`config.mk`:
```
export PLATFORM = sky130hd
export DESIGN_NAME = sslph_link_power
export DESIGN_NICKNAME = d
export VERILOG_FILES = /design/src/hdl/sslph_pkg.sv /design/src/hdl/sslph_link_power.sv
export SDC_FILE = /design/constraint.sdc
export NUM_CORES = 1
export LEC_CHECK = 0
export ABC_AREA = 1
export ABC_CLOCK_PERIOD_IN_PS = 1400
export BUFFER_PORTS_ARGS = -buffer_cell sky130_fd_sc_hd__buf_2
export CAP_MARGIN = 20
export CORE_UTILIZATION = 48
export CTS_CLUSTER_SIZE = 12
export DETAILED_ROUTE_END_ITERATION = 8
export GPL_TIMING_DRIVEN = 1
export PLACE_DENSITY_LB_ADDON = 0.08
export SETUP_SLACK_MARGIN = 0.15
export SYNTH_ARGS = -nofsm -noshare
export SYNTH_HDL_FRONTEND = slang
export SYNTH_SLANG_ARGS = --single-unit
```
`constraint.sdc`:
```
create_clock -name core_clk -period 1.4 [get_ports core_clk]
set_clock_uncertainty 0.1 [all_clocks]
set_input_delay 0 -clock core_clk [delete_from_list [all_inputs] [get_ports core_clk]]
set_output_delay 0 -clock core_clk [all_outputs]
set_load 0.02 [all_outputs]
```
`src/hdl/sslph_pkg.sv`:
```
/*
 Package for the link power handshake block: register map, bit positions,
 reset values and carrier structs. Assumes a 32-bit AXI4-Lite register bus.
*/
package sslph_pkg;
	localparam logic [7:0] CTRL_OFFSET = 8'h00;
	localparam logic [7:0] STATE_OFFSET = 8'h04;
	localparam int BIT_U2_AUTO_ACCEPT = 31;
	localparam int BIT_U1_AUTO_ACCEPT = 30;
	localparam int BIT_U2_AUTO_REJECT = 29;
	localparam int BIT_U1_AUTO_REJECT = 28;
	localparam int BIT_U2_AUTO_DECIDE = 27;
	localparam int BIT_U1_AUTO_DECIDE = 26;
	localparam int BIT_LEAVE_LP = 9;
	localparam int BIT_SEND_REJECT = 8;
	localparam int BIT_SEND_ACCEPT = 7;
	localparam int BIT_U3_SEEN = 6;
	localparam int BIT_U2_SEEN = 5;
	localparam int BIT_U1_SEEN = 4;
	localparam int BIT_SEND_U3 = 2;
	localparam int BIT_SEND_U2 = 1;
	localparam int BIT_SEND_U1 = 0;
	localparam int STATE_CODE_W = 6;
	localparam logic [31:0] CTRL_RESET = 32'h0000_0000;
	localparam logic [STATE_CODE_W-1:0] STATE_RESET = 6'h00;
	localparam logic [1:0] RESP_OKAY = 2'h0;
	localparam logic [1:0] RESP_SLVERR = 2'h2;

	// Link commands the block sends or receives
	typedef enum logic [2:0] {
		SSLPH_CMD_NONE, SSLPH_CMD_GO_U1, SSLPH_CMD_GO_U2, SSLPH_CMD_GO_U3,
		SSLPH_CMD_ACCEPT, SSLPH_CMD_REJECT
	} sslph_cmd_e;

	typedef struct packed {
		logic awvalid;
		logic [7:0] awaddr;
		logic wvalid;
		logic [31:0] wdata;
		logic [3:0] wstrb;
		logic bready;
		logic arvalid;
		logic [7:0] araddr;
		logic rready;
	} sslph_axi_req_s;

	typedef struct packed {
		logic awready;
		logic wready;
		logic bvalid;
		logic [1:0] bresp;
		logic arready;
		logic rvalid;
		logic [31:0] rdata;
		logic [1:0] rresp;
	} sslph_axi_rsp_s;
endpackage

```
`src/hdl/sslph_link_power.sv`:
```
/*
 Link power handshake: power control register, received-request flags,
 automatic and firmware-driven accept/reject, outbound power requests.
 Assumes the link command path is on core_clk; a sent command is reported
 back by txDone one or more cycles after txCmd is offered.
*/
`timescale 1ns/1ps
module sslph_link_power (
	input wire logic core_clk,
	input wire logic rst_n,
	input wire sslph_pkg::sslph_axi_req_s axiReq,
	output sslph_pkg::sslph_axi_rsp_s axiRsp,
	input wire logic rxGoU1,
	input wire logic rxGoU2,
	input wire logic rxGoU3,
	input wire logic pendingActivity,
	input wire logic lowPowerExited,
	input wire logic [5:0] linkTrainingStateCode,
	output sslph_pkg::sslph_cmd_e txCmd,
	input wire logic txDone,
	output logic enterRequestedState,
	output logic leaveLowPower
);
	import sslph_pkg::*;

	logic [31:0] ctrl;
	logic [31:0] next_ctrl;
	logic [5:0] stateCode;
	logic awHeld, wHeld, bValid, rValid;
	logic next_awHeld, next_wHeld, next_bValid, next_rValid;
	logic [7:0] awAddr;
	logic [7:0] next_awAddr;
	logic [31:0] wData, rData;
	logic [31:0] next_wData, next_rData;
	logic [3:0] wStrb, next_wStrb;
	logic [1:0] bResp, rResp;
	logic [1:0] next_bResp, next_rResp;
	sslph_cmd_e cmd, next_cmd;
	logic wrCtrl;
	logic [31:0] wrVal;
	logic autoAccept, autoReject;

	// Write channel takes address and data in either order
	always_comb begin
		next_awHeld = awHeld;
		next_wHeld = wHeld;
		next_awAddr = awAddr;
		next_wData = wData;
		next_wStrb = wStrb;
		next_bValid = bValid;
		next_bResp = bResp;
		wrCtrl = 1'b0;
		if (axiReq.awvalid && !awHeld && !bValid) begin
			next_awHeld = 1'b1;
			next_awAddr = axiReq.awaddr;
		end
		if (axiReq.wvalid && !wHeld && !bValid) begin
			next_wHeld = 1'b1;
			next_wData = axiReq.wdata;
			next_wStrb = axiReq.wstrb;
		end
		if (awHeld && wHeld) begin
			next_awHeld = 1'b0;
			next_wHeld = 1'b0;
			next_bValid = 1'b1;
			wrCtrl = (awAddr[7:2] == CTRL_OFFSET[7:2]);
			next_bResp = (wrCtrl || awAddr[7:2] == STATE_OFFSET[7:2]) ? RESP_OKAY : RESP_SLVERR;
		end
		if (bValid && axiReq.bready)
			next_bValid = 1'b0;
	end

	always_comb begin
		next_rValid = rValid;
		next_rData = rData;
		next_rResp = rResp;
		if (axiReq.arvalid && !rValid) begin
			next_rValid = 1'b1;
			next_rResp = RESP_OKAY;
			if (axiReq.araddr[7:2] == CTRL_OFFSET[7:2])
				next_rData = ctrl;
			else if (axiReq.araddr[7:2] == STATE_OFFSET[7:2])
				next_rData = {26'h0, stateCode};
			else begin
				next_rData = 32'h0;
				next_rResp = RESP_SLVERR;
			end
		end else if (rValid && axiReq.rready)
			next_rValid = 1'b0;
	end

	assign axiRsp.awready = !awHeld && !bValid;
	assign axiRsp.wready = !wHeld && !bValid;
	assign axiRsp.bvalid = bValid;
	assign axiRsp.bresp = bResp;
	assign axiRsp.arready = !rValid;
	assign axiRsp.rvalid = rValid;
	assign axiRsp.rdata = rData;
	assign axiRsp.rresp = rResp;

	// Byte strobes apply to software writes of the control word
	always_comb begin
		wrVal = ctrl;
		for (int i = 0; i < 4; i++)
			if (wStrb[i])
				wrVal[i*8 +: 8] = wData[i*8 +: 8];
	end

	assign autoAccept = ctrl[BIT_U1_AUTO_ACCEPT]
		|| (ctrl[BIT_U1_AUTO_DECIDE] && !pendingActivity);
	assign autoReject = ctrl[BIT_U1_AUTO_REJECT]
		|| (ctrl[BIT_U1_AUTO_DECIDE] && pendingActivity);

	// Later assignments win: hardware events override software writes
	always_comb begin
		logic seenAny;
		logic seenBefore;
		logic setRej, setAcc;
		seenAny = 1'b0;
		seenBefore = |ctrl[BIT_U3_SEEN:BIT_U1_SEEN];
		setRej = 1'b0;
		setAcc = 1'b0;
		next_ctrl = ctrl;
		next_cmd = cmd;
		enterRequestedState = 1'b0;
		if (wrCtrl) begin
			next_ctrl[31:26] = wrVal[31:26];
			// Set-only command bits
			next_ctrl[BIT_LEAVE_LP] = ctrl[BIT_LEAVE_LP] | wrVal[BIT_LEAVE_LP];
			next_ctrl[BIT_SEND_REJECT] = ctrl[BIT_SEND_REJECT] | wrVal[BIT_SEND_REJECT];
			next_ctrl[BIT_SEND_ACCEPT] = ctrl[BIT_SEND_ACCEPT] | wrVal[BIT_SEND_ACCEPT];
			next_ctrl[BIT_SEND_U3:BIT_SEND_U1] = ctrl[BIT_SEND_U3:BIT_SEND_U1]
				| wrVal[BIT_SEND_U3:BIT_SEND_U1];
			// Seen flags clear on write of zero
			next_ctrl[BIT_U3_SEEN:BIT_U1_SEEN] = ctrl[BIT_U3_SEEN:BIT_U1_SEEN]
				& wrVal[BIT_U3_SEEN:BIT_U1_SEEN];
		end
		// Clearing a U2/U3 flag with no command under way is a reject
		if (wrCtrl && !cmd[2] && cmd == SSLPH_CMD_NONE
			&& ((ctrl[BIT_U3_SEEN] && !wrVal[BIT_U3_SEEN])
			|| (ctrl[BIT_U2_SEEN] && !wrVal[BIT_U2_SEEN]))) begin
			next_ctrl[BIT_SEND_REJECT] = 1'b1;
			next_ctrl[BIT_U3_SEEN:BIT_U1_SEEN] = ctrl[BIT_U3_SEEN:BIT_U1_SEEN];
		end
		if (lowPowerExited)
			next_ctrl[BIT_LEAVE_LP] = 1'b0;
		// Received requests: set wins over a clear in the same cycle
		if (rxGoU3) begin
			next_ctrl[BIT_U3_SEEN] = 1'b1;
			seenAny = 1'b1;
		end
		if (rxGoU2) begin
			next_ctrl[BIT_U2_SEEN] = 1'b1;
			seenAny = 1'b1;
		end
		if (rxGoU1) begin
			next_ctrl[BIT_U1_SEEN] = 1'b1;
			seenAny = 1'b1;
			setRej = autoReject;
			setAcc = autoAccept && !autoReject;
		end
		if (rxGoU2 && ctrl[BIT_U2_AUTO_REJECT])
			setRej = 1'b1;
		else if (rxGoU2 && (ctrl[BIT_U2_AUTO_ACCEPT]
			|| (ctrl[BIT_U2_AUTO_DECIDE] && !pendingActivity)))
			setAcc = 1'b1;
		else if (rxGoU2 && ctrl[BIT_U2_AUTO_DECIDE])
			setRej = 1'b1;
		// A request landing while the last answer goes out keeps its own answer
		if (setRej)
			next_ctrl[BIT_SEND_REJECT] = 1'b1;
		if (setAcc)
			next_ctrl[BIT_SEND_ACCEPT] = 1'b1;
		// Launch one command at a time; answers take priority over requests
		if (cmd == SSLPH_CMD_NONE) begin
			if ((ctrl[BIT_SEND_REJECT] || ctrl[BIT_SEND_ACCEPT]) && seenBefore) begin
				next_cmd = ctrl[BIT_SEND_REJECT] ? SSLPH_CMD_REJECT
					: SSLPH_CMD_ACCEPT;
			end else if (ctrl[BIT_SEND_U3]) begin
				next_cmd = SSLPH_CMD_GO_U3;
			end else if (ctrl[BIT_SEND_U2]) begin
				next_cmd = SSLPH_CMD_GO_U2;
			end else if (ctrl[BIT_SEND_U1]) begin
				next_cmd = SSLPH_CMD_GO_U1;
			end
		end else if (txDone) begin
			next_cmd = SSLPH_CMD_NONE;
			case (cmd)
				SSLPH_CMD_ACCEPT, SSLPH_CMD_REJECT: begin
					next_ctrl[BIT_SEND_REJECT] = setRej;
					next_ctrl[BIT_SEND_ACCEPT] = setAcc;
					enterRequestedState = (cmd == SSLPH_CMD_ACCEPT);
					if (!seenAny)
						next_ctrl[BIT_U3_SEEN:BIT_U1_SEEN] = 3'b000;
				end
				SSLPH_CMD_GO_U3: next_ctrl[BIT_SEND_U3] = 1'b0;
				SSLPH_CMD_GO_U2: next_ctrl[BIT_SEND_U2] = 1'b0;
				SSLPH_CMD_GO_U1: next_ctrl[BIT_SEND_U1] = 1'b0;
				default: next_cmd = SSLPH_CMD_NONE;
			endcase
		end
		next_ctrl[25:10] = 16'h0;
		next_ctrl[3] = 1'b0;
	end

	assign txCmd = cmd;
	assign leaveLowPower = ctrl[BIT_LEAVE_LP];

	always_ff @(posedge core_clk) begin
		if (!rst_n) begin
			ctrl <= CTRL_RESET;
			cmd <= SSLPH_CMD_NONE;
			stateCode <= STATE_RESET;
			awHeld <= 1'b0;
			wHeld <= 1'b0;
			awAddr <= 8'h00;
			wData <= 32'h0;
			wStrb <= 4'h0;
			bValid <= 1'b0;
			bResp <= RESP_OKAY;
			rValid <= 1'b0;
			rData <= 32'h0;
			rResp <= RESP_OKAY;
		end else begin
			ctrl <= next_ctrl;
			cmd <= next_cmd;
			stateCode <= linkTrainingStateCode;
			awHeld <= next_awHeld;
			wHeld <= next_wHeld;
			awAddr <= next_awAddr;
			wData <= next_wData;
			wStrb <= next_wStrb;
			bValid <= next_bValid;
			bResp <= next_bResp;
			rValid <= next_rValid;
			rData <= next_rData;
			rResp <= next_rResp;
		end
	end
endmodule

```
==> flow_summary.json <==
{
  "wl_mm": 7.102,
  "placed_cell_area_um2": 3382,
  "clkTransAtPathRegs_ps": 70,
  "status": "complete, no violations",
  "wl_per_cell_um": 11.44,
  "clock_latency_ps": 340,
  "maxCapViolCount": 0,
  "ir_worst_vdd_mv": 0.7223,
  "p_total_uw": 4435,
  "fillers": 525,
  "drc": 0,
  "die-area_um2": 6515,
  "cts_root_buf": "clkbuf_8",
  "dp_hpwl_mm": 4.526,
  "yosysMostFrequentCell": "nor2_1",
  "ys.flop_type": "dfxtp_1",
  "vias": 2921,
  "hold_path_class": "in -> reg",
  "die_x_um": 80.72,
  "min_delay_path_depth": 3,
  "boundaryPins": 117,
  "critPathBufInv": 4,
  "cp.arrival_ps": 1430,
  "routabilityCongestion": 0.8427,
  "worst_ep_required_time_ps": 1530,
  "cts.sinks": 70,
  "overflow": 0,
  "yosysTopAreaCell": "dfxtp_1",
  "cts_htree_levels": 3,
  "synthesis.area_um2": 2974,
  "grt_pass1_vias": 2547,
  "register_area_um2": 1424,
  "slowest_delay_ps": 340,
  "async_reset_ff_frac": 0,
  "via_per_inst": 4.704,
  "r2r_cells": 8,
  "grt_busiest_layer": "met2",
  "yosysSeqAreaShare": 0.4712,
  "cpMaxStageDelayCell": "dfxtp_2",
  "timing.final.crit_share": 0.9305,
  "crit_fanout": 3,
  "grt_pass1_wl_mm": 11.18,
  "hold_end": "ctrl[7]",
  "fin_tns_setup_ps": 0,
  "portBuffers": 76,
  "worstReg2RegEnd": "ctrl[4]",
  "crit_family": "buffers and inverters",
  "synth.avg_cell_area_um2": 7.254,
  "hold_ws_ps": 5.907,
  "synth_top_area_frac": 0.4712,
  "synth.top_cells.by_count": "nor2_1, dfxtp_1, nand2_1",
  "initial_core_util": 0.4994,
  "postSynthCellCount": 410,
  "ant_nets": 0,
  "synth_edf_count": 0,
  "rows": 28,
  "crit_path_end_kind": "register",
  "ff2ff_setup_slack_ps": 100,
  "final_area_um2": 4234,
  "drive_above_1_share": 0.2949,
  "synth_seq_cells": 70,
  "multi_input_area_um2": 1388,
  "finalHoldViolations": 0,
  "dr.first_iter.drc_count": 143,
  "crit_chain": "inv_2, nor2_1, nand2_1, buf_4, buf_6, buf_6, o21ai_4, a21oi_1",
  "crit_path_start_kind": "register",
  "die_h_um": 80.72,
  "ys_warn_count": 0,
  "grt_use_met1": 0.2808,
  "cts_tree": "built",
  "r2r_start": "txCmd[2]",
  "final.setup.worst_slack_ps": 97.28,
  "final_max_slew_viol_count": 0,
  "post-place-ws_ps": 29.64,
  "leakage_uw": 0.002028,
  "rsz0062_at_grt": "yes",
  "area_growth_pct": 42.36,
  "setup_violations": 0,
  "worstHoldStart": "rst_n",
  "period_needed_ps": 1303,
  "path_common_cell": "buf_6",
  "nNetsFinal": 613,
  "fmax_ghz": 0.7676,
  "antenna_found_initial": 0,
  "n_antenna_cell": 0,
  "startpoint": "txCmd[2]",
  "grt.met3_usage": 0.06136,
  "cts_made_buffers": 9,
  "grt_max_degree": 35,
  "grtUsageMet2": 0.3763,
  "coreArea_um2": 5956,
  "synth_cell_type_count": 24,
  "clockBufferDepth": 2,
  "firstDrtPassIters": 4,
  "track_usage": 0.2253,
  "p_per_area_nw_per_um2": 1047,
  "path_class": "reg -> reg",
  "synth.area.top_cells": "dfxtp_1, nor2_1, nand2_1"
}
-- timing repair --
item | 4_1_cts | 5_1_grt
hold endpoints to repair | 47 | 0
buffers inserted | 6 | 3
gates resized for setup | 21 | 47
hold buffers | 42 | 0
cloned | 2 | 0
pin swaps | 3 | 10
setup endpoints to repair | 21 | 31
-- sequential cells by signal, indices dropped and copies added, names as in the netlist --
name       cells
wStrb          3
awHeld         1
rResp          1
ctrl          15
txCmd          3
wHeld          1
wData         15
rData         16
bResp          1
awAddr         6
bValid         1
rValid         1
stateCode      6
-- where the power goes --
group | total [µW] | switching [µW] | leakage [µW] | internal, µW
clock network | 1440 | 717 | 0.0000845 | 727
logic | 770 | 435 | 0.00136 | 335
registers | 2220 | 96.1 | 0.000581 | 2120
total | 4430 | 1250 | 0.00203 | 3190
-- worst register-to-register path, cell delays in order, from the launching register on --
cell	delay, ps
dfxtp_2	340
inv_2	40
nor2_1	80
nand2_1	90
buf_4	140
buf_6	100
buf_6	110
o21ai_4	150
a21oi_1	50
-- final cells by class --
| cell class | count | share of cell area |
|---|---|---|
| clock buffer | 12 | 0.03664 |
| inverter | 47 | 0.04285 |
| multi-input combinational | 279 | 0.3277 |
| timing repair buffer | 135 | 0.2296 |
| tap | 75 | 0.02216 |
| sequential | 70 | 0.3363 |
| clock inverter | 3 | 0.004728 |
-- logic make-up (layout without fill, tap and decap cells) --
group | Yosys count | after routing | share of synthesized area
DFF | 70 | 70 | 0.4712
buffers and inverters | 80 | 197 | 0.1313
other | 1 | 18 | 0.001261
and+or+nand+nor | 166 | 168 | 0.2331
AOI/OAI and AO/OA | 93 | 93 | 0.1632
-- layer usage --
layer  vias up  share of wire
li1       1539              -
met1      1291           0.45
met2        84           0.49
met3         7          0.054
met4         0          0.011
met5         -              0
-- stage by stage --
step	instances	util
global placement	553	0.5679
finish	621	0.7109
CTS	618	0.6855
floorplan	427	-
global route	621	0.7109
detailed placement	553	0.5679
-- cells in the final DEF (no fill, tap or decap), types with 5 or more instances in the layout --
| cell type | count |
|---|---|
| buf_4 | 12 |
| dfxtp_2 | 9 |
| clkbuf_8 | 11 |
| conb_1 | 18 |
| nand3_1 | 23 |
| a21oi_2 | 6 |
| inv_2 | 5 |
| dlygate4sd3_1 | 42 |
| nand2_1 | 56 |
| dfxtp_1 | 58 |
| nand2_2 | 8 |
| inv_1 | 40 |
| o211ai_1 | 5 |
| buf_2 | 74 |
| nor2_4 | 5 |
| o21ai_1 | 5 |
| buf_6 | 5 |
| a21oi_1 | 35 |
| nor2_1 | 65 |
| o21ai_0 | 33 |
-- worst max-delay path by stage --
stage / cells past startpoint / to
floorplan: 7 / ctrl[27]
global placement: 7 / ctrl[30]
detailed placement: 7 / ctrl[27]
CTS: 6 / enterRequestedState
global route: 6 / enterRequestedState
finish: 8 / ctrl[4]
Power figures use the tool's default switching activity.
